--- config.mk ---
export PLATFORM = sky130hd
export DESIGN_NAME = acr_regs
export DESIGN_NICKNAME = d
export VERILOG_FILES = /design/src/inc/acr_pkg.sv /design/src/inc/acr_cap_if.sv /design/src/hdl/acr_cap_store.sv /design/src/hdl/acr_regs.sv
export SDC_FILE = /design/constraint.sdc
export NUM_CORES = 1
export LEC_CHECK = 0
export BUFFER_PORTS_ARGS = -buffer_cell sky130_fd_sc_hd__buf_2
export CORE_MARGIN = 2
export CORE_UTILIZATION = 44
export CTS_BUF_LIST = sky130_fd_sc_hd__clkbuf_8
export CTS_CLUSTER_DIAMETER = 100
export DETAILED_ROUTE_END_ITERATION = 8
export GPL_ROUTABILITY_DRIVEN = 1
export PLACE_DENSITY = 0.95
export SYNTH_ARGS = -nofsm -noshare
export SYNTH_HDL_FRONTEND = slang
export SYNTH_SLANG_ARGS = --single-unit
export TNS_END_PERCENT = 50
--- constraint.sdc ---
create_clock -name ref_clk -period 3.4 [get_ports ref_clk]
set_input_delay 1.02 -clock ref_clk [delete_from_list [all_inputs] [get_ports ref_clk]]
set_output_delay 1.02 -clock ref_clk [all_outputs]
set_load 0.03 [all_outputs]
--- src/inc/acr_pkg.sv ---
// constants, offsets and field layout of the auto-stop error / capability bank
// assumes a 16-bit register port with word addresses in bytes
package acr_pkg;
  localparam int unsigned ADDR_W = 8;
  localparam int unsigned DATA_W = 16;
  // byte offsets
  localparam logic [7:0] OFF_ASTOP_STATUS = 8'h3c;
  localparam logic [7:0] OFF_CAP_W0 = 8'h40;
  localparam logic [7:0] OFF_CAP_W1 = 8'h42;
  localparam logic [7:0] OFF_CAP_W2 = 8'h44;
  localparam logic [7:0] OFF_CAP_W3 = 8'h46;
  localparam logic [7:0] OFF_IRQ_STATUS = 8'h50;
  localparam logic [7:0] OFF_IRQ_MASK = 8'h52;
  localparam logic [7:0] OFF_CAP_LOAD = 8'h54;
  // status field positions
  localparam int unsigned B_NOT_EXEC = 0;
  localparam int unsigned B_TIMEOUT = 1;
  localparam int unsigned B_CRC = 2;
  localparam int unsigned B_END = 3;
  localparam int unsigned B_INDEX = 4;
  localparam int unsigned B_NOT_ISSUED = 7;
  localparam logic [15:0] STATUS_MASK = 16'h009f;
  localparam logic [15:0] STATUS_RST = 16'h0000;
  // capability field positions
  localparam int unsigned B_V33 = 24;
  localparam int unsigned B_V30 = 25;
  localparam int unsigned B_V18 = 26;
  localparam int unsigned B_BUS64 = 28;
  // readable capability bits; others read zero
  localparam logic [63:0] CAP_MASK = 64'h0000_0000_17eb_3fbf;
  localparam logic [63:0] CAP_RST = 64'h0000_0000_0000_0000;
  localparam logic [15:0] IRQ_MASK_RST = 16'h0000;
  // response timeout in card clocks
  localparam int unsigned RESP_TIMEOUT_CLKS = 64;
  localparam logic [6:0] RESP_TIMEOUT_CNT = 7'(RESP_TIMEOUT_CLKS);
  // interrupt status bits
  localparam int unsigned IRQ_ASTOP = 0;
  localparam int unsigned IRQ_CAP_DONE = 1;
  localparam logic [15:0] IRQ_USED = 16'h0003;
endpackage

--- src/inc/acr_cap_if.sv ---
// capability image path between the bank and its store
// assumes one clock shared by both ends
`timescale 1ns/1ps
`default_nettype none
interface acr_cap_if;
  logic load;
  logic [63:0] wdata;
  logic [63:0] rdata;
  modport store (input load, input wdata, output rdata);
  modport user (output load, output wdata, input rdata);
endinterface
`default_nettype wire

--- src/hdl/acr_cap_store.sv ---
// registered store of the 64-bit capabilities word
// assumes loads come only from the bank's load sequence
`timescale 1ns/1ps
`default_nettype none
module acr_cap_store (
  // clock and reset
  input wire logic ref_clk,
  input wire logic rst_b,
  // image port
  acr_cap_if.store cap
);
  logic [63:0] img_q;
  logic [63:0] img_d;

  always_comb begin
    img_d = img_q;
    if (cap.load) begin
      img_d = cap.wdata & acr_pkg::CAP_MASK;
    end
  end

  always_ff @(posedge ref_clk or negedge rst_b) begin
    if (!rst_b) begin
      img_q <= acr_pkg::CAP_RST;
    end else begin
      img_q <= img_d;
    end
  end

  assign cap.rdata = img_q;
endmodule
`default_nettype wire

--- src/hdl/acr_regs.sv ---
// auto-stop error status, capabilities word and their interrupt
// assumes a synchronous register port and a command engine on ref_clk
// Summary of operation
// - not-executed sets when a prior error blocks the stop, clears on issue.
// - a transfer that never started leaves not-executed clear.
// - while not-executed is set, bits 4..1 are meaningless to software.
// - crc and timeout together encode none, timeout, crc or line conflict.
// - at response end bit, each error bit 4..1 takes its detected value.
// - just before a status read, not-issued shows a waiting command while any of bits 4..1 is set.
// - not-issued is sampled only when the command register is not written.
// - any of bits 4..0 becoming set raises the auto-stop interrupt.
// - not-issued alone never raises the interrupt.
// - capabilities are fixed straps or loaded from nonvolatile memory.
// - a nonvolatile load is tied to the full software reset control.
// - bit 28 reads one only with 64-bit descriptors on a 64-bit bus; with USE_NVM the code takes nvm_data bit 28 and bus64 instead.
// - bits 24..26 report 3.3, 3.0, 1.8 V support, bit 27 reserved.
// - not-issued means a non-data command was dropped by a stop error.
// - timeout sets after a fixed count of card clocks with no response.
//
// Decided for this implementation: the plain strobed port.
`timescale 1ns/1ps
`default_nettype none
module acr_regs #(
  parameter int unsigned TIMEOUT_CLKS = acr_pkg::RESP_TIMEOUT_CLKS,
  parameter logic [63:0] CAP_FIXED = 64'h0000_0000_0100_0000,
  parameter bit USE_NVM = 1'b0
) (
  // clock and reset
  input wire logic ref_clk,
  input wire logic rst_b,
  // register port
  input wire logic [7:0] reg_addr,
  input wire logic [15:0] reg_wdata,
  input wire logic reg_wr,
  input wire logic reg_rd,
  output logic [15:0] reg_rdata,
  // command engine events
  input wire logic stop_due,
  input wire logic prior_error,
  input wire logic xfer_started,
  input wire logic stop_issued,
  input wire logic card_clk_tick,
  input wire logic resp_end,
  input wire logic resp_crc_err,
  input wire logic resp_end_err,
  input wire logic resp_index_err,
  input wire logic non_data_command_pending,
  input wire logic cmd_reg_wr,
  // capability sources
  input wire logic addr64_desc,
  input wire logic bus64,
  input wire logic full_reset,
  input wire logic nvm_valid,
  input wire logic [63:0] nvm_data,
  // status out
  output logic cap_ready,
  output logic irq
);
  // counter is 7 bits wide and must start above zero
  if (TIMEOUT_CLKS < 1 || TIMEOUT_CLKS > 127) begin : g_bad_timeout
    $error("TIMEOUT_CLKS out of range");
  end

  typedef enum logic [1:0] {
    ACR_IDLE,
    ACR_WAIT_RESP
  } acr_state_t;

  typedef enum logic [1:0] {
    ACR_CAP_WAIT,
    ACR_CAP_LOAD,
    ACR_CAP_DONE
  } acr_cap_state_t;

  localparam logic [6:0] TO_CNT = 7'(TIMEOUT_CLKS);

  function automatic logic hit(input logic [7:0] a, input logic [7:0] o);
    hit = (a == o);
  endfunction

  acr_cap_if cap ();

  acr_cap_store u_store (
    .ref_clk(ref_clk),
    .rst_b(rst_b),
    .cap(cap)
  );

  acr_state_t st_q, st_d;
  acr_cap_state_t cst_q, cst_d;
  logic [15:0] status_q, status_d;
  logic [6:0] to_q, to_d;
  logic [15:0] ists_q, ists_d;
  logic [15:0] imask_q, imask_d;
  logic [15:0] rdata_q, rdata_d;
  logic irq_q, irq_d;
  logic rdy_q, rdy_d;
  logic [63:0] cap_src;
  logic [63:0] cap_rd;
  logic astop_set;
  logic cap_done_ev;
  logic timed_out;

  // command engine: stop issue and response evaluation
  always_comb begin
    st_d = st_q;
    status_d = status_q;
    to_d = to_q;
    timed_out = 1'b0;
    unique case (st_q)
      ACR_IDLE: begin
        if (stop_due && xfer_started) begin
          if (prior_error) begin
            status_d[acr_pkg::B_NOT_EXEC] = 1'b1;
          end else if (stop_issued) begin
            status_d[acr_pkg::B_NOT_EXEC] = 1'b0;
            to_d = TO_CNT;
            st_d = ACR_WAIT_RESP;
          end
        end
        // stop never needed when the transfer never began
      end
      ACR_WAIT_RESP: begin
        if (resp_end) begin
          // crc and timeout jointly encode line conflict
          status_d[acr_pkg::B_TIMEOUT] = 1'b0;
          status_d[acr_pkg::B_CRC] = resp_crc_err;
          status_d[acr_pkg::B_END] = resp_end_err;
          status_d[acr_pkg::B_INDEX] = resp_index_err;
          st_d = ACR_IDLE;
        end else if (card_clk_tick) begin
          if (to_q == 7'h01) begin
            timed_out = 1'b1;
            status_d[acr_pkg::B_TIMEOUT] = 1'b1;
            status_d[acr_pkg::B_CRC] = resp_crc_err;
            status_d[acr_pkg::B_END] = 1'b0;
            status_d[acr_pkg::B_INDEX] = 1'b0;
            st_d = ACR_IDLE;
          end else begin
            to_d = 7'(to_q - 7'h01);
          end
        end
      end
      default: st_d = ACR_IDLE;
    endcase
    // sample not-issued on a read, never beside a command write
    if (reg_rd && hit(reg_addr, acr_pkg::OFF_ASTOP_STATUS) && !cmd_reg_wr) begin
      status_d[acr_pkg::B_NOT_ISSUED] = non_data_command_pending &&
        (|status_d[acr_pkg::B_INDEX:acr_pkg::B_TIMEOUT]);
    end
    status_d = status_d & acr_pkg::STATUS_MASK;
  end

  always_ff @(posedge ref_clk or negedge rst_b) begin
    if (!rst_b) begin
      st_q <= ACR_IDLE;
      status_q <= acr_pkg::STATUS_RST;
      to_q <= 7'h00;
    end else begin
      st_q <= st_d;
      status_q <= status_d;
      to_q <= to_d;
    end
  end

  // rising edge of bits 4..0 only, not-issued excluded
  assign astop_set = |(status_d[4:0] & ~status_q[4:0]);

  // capability source: straps or nonvolatile load
  always_comb begin
    cap_src = CAP_FIXED;
    cap_src[acr_pkg::B_BUS64] = addr64_desc & bus64;
    if (USE_NVM) begin
      cap_src = nvm_data;
      cap_src[acr_pkg::B_BUS64] = nvm_data[acr_pkg::B_BUS64] & bus64;
    end
    cap_src[27] = 1'b0;
  end

  // load sequence follows the full software reset
  always_comb begin
    cst_d = cst_q;
    cap_done_ev = 1'b0;
    unique case (cst_q)
      ACR_CAP_WAIT: begin
        if (!full_reset && (!USE_NVM || nvm_valid)) begin
          cst_d = ACR_CAP_LOAD;
        end
      end
      ACR_CAP_LOAD: begin
        cst_d = ACR_CAP_DONE;
        cap_done_ev = 1'b1;
      end
      ACR_CAP_DONE: begin
        if (full_reset) begin
          cst_d = ACR_CAP_WAIT;
        end
      end
      default: cst_d = ACR_CAP_WAIT;
    endcase
    if (full_reset) begin
      cst_d = ACR_CAP_WAIT;
    end
  end

  assign cap.load = (cst_q == ACR_CAP_LOAD);
  assign cap.wdata = cap_src;
  // voltage bits 24..26 and bus bit 28 held in the image
  assign cap_rd = cap.rdata & acr_pkg::CAP_MASK;

  // interrupt status, mask and readback
  always_comb begin
    ists_d = ists_q;
    imask_d = imask_q;
    rdy_d = (cst_d == ACR_CAP_DONE);
    if (reg_wr && hit(reg_addr, acr_pkg::OFF_IRQ_STATUS)) begin
      ists_d = ists_q & ~reg_wdata;
    end
    if (reg_wr && hit(reg_addr, acr_pkg::OFF_IRQ_MASK)) begin
      imask_d = reg_wdata & acr_pkg::IRQ_USED;
    end
    // set wins over the write-one clear
    if (astop_set) begin
      ists_d[acr_pkg::IRQ_ASTOP] = 1'b1;
    end
    if (cap_done_ev) begin
      ists_d[acr_pkg::IRQ_CAP_DONE] = 1'b1;
    end
    ists_d = ists_d & acr_pkg::IRQ_USED;
    irq_d = |(ists_d & imask_d);
    rdata_d = 16'h0000;
    if (reg_rd) begin
      unique case (reg_addr)
        acr_pkg::OFF_ASTOP_STATUS: rdata_d = status_d;
        acr_pkg::OFF_CAP_W0: rdata_d = cap_rd[15:0];
        acr_pkg::OFF_CAP_W1: rdata_d = cap_rd[31:16];
        acr_pkg::OFF_CAP_W2: rdata_d = cap_rd[47:32];
        acr_pkg::OFF_CAP_W3: rdata_d = cap_rd[63:48];
        acr_pkg::OFF_IRQ_STATUS: rdata_d = ists_q;
        acr_pkg::OFF_IRQ_MASK: rdata_d = imask_q;
        acr_pkg::OFF_CAP_LOAD: rdata_d = {15'h0000, rdy_q};
        default: rdata_d = 16'h0000;
      endcase
    end
  end

  always_ff @(posedge ref_clk or negedge rst_b) begin
    if (!rst_b) begin
      cst_q <= ACR_CAP_WAIT;
      ists_q <= 16'h0000;
      imask_q <= acr_pkg::IRQ_MASK_RST;
      rdata_q <= 16'h0000;
      irq_q <= 1'b0;
      rdy_q <= 1'b0;
    end else begin
      cst_q <= cst_d;
      ists_q <= ists_d;
      imask_q <= imask_d;
      rdata_q <= rdata_d;
      irq_q <= irq_d;
      rdy_q <= rdy_d;
    end
  end

  assign reg_rdata = rdata_q;
  assign irq = irq_q;
  assign cap_ready = rdy_q;
endmodule
`default_nettype wire

==> metrics, run 1 <==
worst r2r src to_q[0]; Max Buffers Root-to-Sink 2; Worst setup SP type input pin; synth cell count leaders 32 x dfrtp_1, 12 x nand2_1, 11 x nor2_1; Top Metal Used met4; Tcrit/Tclk final 0.680; Pre-antenna DRT Iters 4; final WL ~3300 um; hold_ws 491 ps; Switch Pwr about 0.32 mW; delay-heaviest family, CP simple AND/OR/NAND/NOR gates; aggregate global-route resource usage 0.177; Netlist cell types 45; WS Path Type in -> reg; Worst Setup EP irq; status completed; sequential share of the synthesized area 0.488; Synth Cell Area around 1600 um^2; Async S/R FF share, synth 1.00; CP bufs+invs 1; Placed Area 1840 um^2; detailed placement HPWL 2550 um; Flop pwr share 0.467; synth top area cells dfrtp_1 49%, buf_4 3.7%, ha_1 3.0%; # fillers 343; number of synthesized flops with an enable pin 0; P_leak 0.945 nW; clock skew 6.58 ps; final worst slack 1090 ps; CTS tree yes; nets@finish 311; grt total ovfl 0; initial antenna violation count 0; postcts setup bufs 0; Yosys warnings 0; Crit Path Max Fanout 5; pre-CTS setup slack 830 ps; Tmin final 2310 ps; slowest CP cell nor4_1; antenna-violating nets left 0; P_int about 0.75 mW; max-cap viol count 0; largest net degree at the start of global routing 33; Syn-to-layout area delta 19.0%; Worst Setup End Kind register; # IOs 125; Max VDD drop 0.000319 V; R2R setup slack 1530 ps; Crit path largest cell delay ~610 ps; cell area after layout 1950 um^2; Clock power frac 0.336; Reg clk slew, reported paths 70 ps; clock sinks 32; reg-to-reg endpoint irq; R2R cell count 6; Syn Area/Cell 10.4 um^2; ordered cell list for the critical path buf_2, nor4_1, nand3_1, a211o_1, a22o_1; CTS Root Cell clkbuf_8; final core occ 0.538; clock latency on the worst-skew pair 290 ps; 1st-iter DRT viols 41; Primary FF master, synth dfrtp_1; via count 1310; Hold-fix buffers, CTS 0; fin. max-slew vios 0; Min-Delay Path Class reg -> reg; PortBufs 37; global-route wire length before repair around 5600 um; core area 3630 um^2; leading cell type by number of instances after synthesis dfrtp_1; CP Depth 5; Via density about 5.3; Worst Setup SP reg_addr[1]; standard-cell rows 22; Comb power frac 0.197; highest clock rate roughly 430 MHz; vias in the first global route 1269; post-synth top area share 0.488; die span in y 65.1 um; final RePlAce weighted congestion 0.853; drt drc 0; die area 4240 um^2; met2 WL 1510 um; Worst-Margin Slew 679 ps; Synth area leader dfrtp_1; RSZ-0062 raised after global routing no; # resized after CTS 0; setup_tns 0 ps; Cell Pwr Density ~550 nW/um^2; # H-tree levels 2; initial core utilization 0.452; Die X around 65 um; met3 WL post-DR 264 um; sw frac 0.298; crit path DAT approximately 2500 ps; synthesized flop and latch total 32; WL met1 1430 um; average wire per standard cell 13.1 um; WHS Path Cells 1; CP required 3580 ps; Setup Viol. Count Final 0; ant diodes 0; Hold Vio Cnt, Final 0; CTS buffer count 5; Syn Inst Count about 160; layout cell share with drive strength beyond 1 0.259; Slew HR 0.543
sequential cells by signal (all words and copies together), names as in the netlist:
signal / count
reg_rdata: 8
to_q: 7
status_q: 6
cst_q: 2
imask_q: 2
ists_q: 2
u_store.cap.rdata: 2
cap_ready: 1
irq: 1
st_q: 1
through the flow:
stage	cells	power (mW)
floorplan	165	0.650
global placement	241	0.702
detailed placement	241	0.716
CTS	249	1.08
global route	249	1.14
finish	249	1.07
placed cells by master (no fill, tap or decap), types with 5 or more instances in the layout:
cell type | synthesis | final
nand3_1 | 7 | 7
inv_1 | 6 | 6
nor2_1 | 11 | 11
clkbuf_8 | 0 | 5
conb_1 | 1 | 8
dfrtp_1 | 32 | 32
nand2_1 | 12 | 12
buf_2 | 0 | 37
nor2b_1 | 8 | 8
o21ai_0 | 10 | 10
worst min-delay path by stage:
stage / from / end / slack, ps
after global routing: u_store.cap.rdata[24] / u_store.cap.rdata[24] / 500
after CTS: u_store.cap.rdata[24] / u_store.cap.rdata[24] / 500
after global placement: u_store.cap.rdata[24] / u_store.cap.rdata[24] / 450
after floorplan: u_store.cap.rdata[24] / u_store.cap.rdata[24] / 430
after detailed placement: u_store.cap.rdata[24] / u_store.cap.rdata[24] / 490
final: u_store.cap.rdata[24] / u_store.cap.rdata[24] / 490
power by group through the flow:
stage                     logic, mW  registers, mW  clock network (mW)
after floorplan               0.154          0.497                   0
after global placement        0.201          0.500                   0
after detailed placement      0.211          0.505                   0
after CTS                     0.212          0.498               0.367
after global routing          0.243          0.507               0.388
final                         0.210          0.497               0.358
cells by family (layout without fill, tap and decap cells):
family,count (synthesis),in the layout,share of synthesized area
muxes,3,3,0.0198
adders and majority gates,4,4,0.0305
other,1,8,0.00228
and+or+nand+nor,68,68,0.256
DFF,32,32,0.488
AOI/OAI and AO/OA,30,30,0.120
xor gates and xnor gates,5,5,0.0267
buffers and inverters,15,51,0.0572
final cells by class:
| class | count | area [um^2] | share of cell area |
|---|---|---|---|
| Inverter | 6 | 22.5 | 0.0115 |
| Clock buffer | 5 | 68.8 | 0.0352 |
| Timing Repair Buffer | 37 | 185 | 0.0948 |
| Clock inverter | 3 | 42.5 | 0.0218 |
| Multi-Input combinational cell | 118 | 773 | 0.396 |
| Tap cell | 48 | 60.1 | 0.0307 |
| Sequential cell | 32 | 801 | 0.410 |
routing by layer:
metal  track usage  vias to the layer above
li1              -                      631
met1         0.212                      619
met2         0.286                       52
met3        0.0625                        8
met4        0.0807                        0
met5             0                        -
No activity file was read; power rests on OpenSTA's default activity.
==> run 2, diff against run 1 <==
--- a/config.mk
+++ b/config.mk
@@ -5,14 +5,15 @@
 export SDC_FILE = /design/constraint.sdc
 export NUM_CORES = 1
 export LEC_CHECK = 0
+export ABC_AREA = 1
 export BUFFER_PORTS_ARGS = -buffer_cell sky130_fd_sc_hd__buf_2
 export CORE_MARGIN = 2
-export CORE_UTILIZATION = 44
+export CORE_UTILIZATION = 42
 export CTS_BUF_LIST = sky130_fd_sc_hd__clkbuf_8
 export CTS_CLUSTER_DIAMETER = 100
 export DETAILED_ROUTE_END_ITERATION = 8
 export GPL_ROUTABILITY_DRIVEN = 1
-export PLACE_DENSITY = 0.95
+export PLACE_DENSITY = 0.93
 export SYNTH_ARGS = -nofsm -noshare
 export SYNTH_HDL_FRONTEND = slang
 export SYNTH_SLANG_ARGS = --single-unit
==> constraint.sdc (replaced) <==
create_clock -name ref_clk -period 2.4 [get_ports ref_clk]
set_input_delay 0.72 -clock ref_clk [delete_from_list [all_inputs] [get_ports ref_clk]]
set_output_delay 0.72 -clock ref_clk [all_outputs]
set_load 0.03 [all_outputs]
==> run 2 against run 1 <==
Compared with the run above:
- worst setup slack lost 310 ps
- synthesized area increased by 3.0%
- synthesized cell count grew 25%
- die area increased by 7.5%
- clock power barely moved
- worst hold slack got worse by 16 ps
- sequential share of layout area decreased by 0.44 points
- critical path depth up 6
- via count grew 3.8%
- highest routed layer unchanged
==> metrics, run 2 <==
status completed; Syn Inst Count 198; Setup Viol. Count Final 0; Pre-antenna DRT Iters 4; initial antenna violation count 0; Die X approximately 67 um; Netlist cell types 33; Syn Area/Cell 8.54 um^2; post-synth top area share 0.473; sequential share of the synthesized area 0.473; standard-cell rows 23; die area 4550 um^2; Pwr Total ~1.4 mW; final RePlAce weighted congestion just over 0.8; slowest CP cell dfrtp_1; Reg clk slew, reported paths 60 ps; number of synthesized flops with an enable pin 0; Async S/R FF share, synth 1.00; Primary FF master, synth dfrtp_1; Max Buffers Root-to-Sink 2; setup_tns 0 ps; nets@finish between 300 and 400; Synth area leader dfrtp_1; antenna-violating nets left 0; RSZ-0062 raised after global routing no; Hold Vio Cnt, Final 0; Slew HR 0.543; layout cell share with drive strength beyond 1 0.285; leading cell type by number of instances after synthesis nand2_1; CTS Root Cell clkbuf_8; final WL about 3300 um; Crit path largest cell delay around 380 ps; synth cell count leaders 37 x nand2_1, 33 x inv_1, 32 x dfrtp_1; most frequent cells in the layout 37 x nand2_1, 37 x buf_2, 33 x inv_1; core area between 3000 and 4000 um^2; Yosys warnings 0; synth top area cells dfrtp_1 47%, nand2_1 8.2%, inv_1 7.3%; Worst setup SP type register; Tcrit/Tclk final 0.676; fin. max-slew vios 0; via count 1360; ordered cell list for the critical path inv_1, ha_1, inv_1, nor2_2, nand4_4, nand3_1, nand2_1, nor2_1, nand2_1, nand2_2, nand2_1; Worst-Margin Slew 685 ps; largest net degree at the start of global routing 33; clock latency on the worst-skew pair 280 ps; grt total ovfl 0; highest clock rate 616 MHz; Tmin final 1620 ps; aggregate global-route resource usage 0.160; 1st-iter DRT viols 36; Min-Delay Path Class in -> async; average wire per standard cell 11.5 um; Hold-fix buffers, CTS 0; clock sinks 32; PortBufs 37; postcts setup bufs 0; # resized after CTS 0; Cell Pwr Density 716 nW/um^2; CP required around 2600 ps; clock skew approximately 5.8 ps; Synth Cell Area 1690 um^2; # IOs 125; crit path DAT about 1800 ps; Worst Setup End Kind register; CTS tree yes; initial core utilization 0.429; P_leak 1.06 nW; global-route wire length before repair 5240 um; vias in the first global route between 1000 and 1500; synthesized flop and latch total 32; Syn-to-layout area delta 16.7%; drt drc 0; ant diodes 0; # H-tree levels 2; WS Path Type reg -> reg; Max VDD drop 0.000252 V; flip-flop count of the largest register after layout 8; detailed placement HPWL about 2700 um; # fillers roughly 370; cell mode on critical path nand2_1; CTS buffer count 5; die span in y about 67 um; R2R setup slack 780 ps; max-cap viol count 0; Crit Path Max Fanout 5; Via density 4.71
## run 2: worst max-delay path, delay by kind of cell, from the launching register on
family / cells / cell delay [ps]
flip-flops: 1 / 380
buffers and inverters: 2 / 150
adder cells (fa/ha/maj): 1 / 150
AND/OR/NAND/NOR: 8 / 840
## run 2: path summary, 6_finish.rpt
check / startpoint / depth (start not counted) / to
min in group ref_clk: u_store.cap.rdata[24] / 1 / u_store.cap.rdata[24]
min: rst_b / 1 / reg_rdata[8]
max reg2reg: to_q[1] / 11 / status_q[7]
min reg2reg: u_store.cap.rdata[24] / 1 / u_store.cap.rdata[24]
max in group asynchronous: rst_b / 1 / to_q[2]
max: to_q[1] / 11 / status_q[7]
## run 2: layer usage
layer / GRT usage / wire [um] / vias to the layer above
met5: 0 / 0 / -
met4: 0.0969 / 101 / 0
met3: 0.0500 / 185 / 10
met2: 0.262 / 1620 / 35
met1: 0.182 / 1430 / 623
li1: - / - / 692
## run 2: cell families (layout without fill, tap and decap cells)
kind of cell,count (synthesis),in the layout,synth area share
and+or+nand+nor,100,100,0.308
buffers and inverters,42,76,0.111
DFF,32,32,0.473
AOI/OAI and AO/OA,18,18,0.0703
adders and majority gates,4,4,0.0296
other,1,8,0.00222
xor gates and xnor gates,1,1,0.00518
## run 2: area by class of cell
class / instances / area [um^2] / area share
flip-flops and latches: 32 / 801 / 0.406
multi-input cells: 131 / 729 / 0.369
repair buffers: 37 / 185 / 0.0938
inverters: 34 / 128 / 0.0646
clock buffers: 5 / 68.8 / 0.0349
well taps: 50 / 62.6 / 0.0317
## run 2: power by group
part / switching, mW / internal (mW) / leakage, nW
registers: 0.0531 / 0.619 / 0.410
logic: 0.254 / 0.127 / 0.617
clock network: 0.173 / 0.186 / 0.0359
total: 0.480 / 0.933 / 1.06
## run 2: metrics by stage
stage | cells | hold slack (ps) | area [um^2] | worst slack [ps] | utilization
finish | 289 | 475 | 1970 | 778 | 0.501
global route | 289 | 500 | 1970 | 598 | 0.501
CTS | 289 | 477 | 1970 | 779 | 0.501
detailed placement | 284 | 462 | 1910 | 506 | 0.483
global placement | 284 | 454 | 1910 | 521 | 0.483
floorplan | 205 | 424 | 1720 | 751 | -
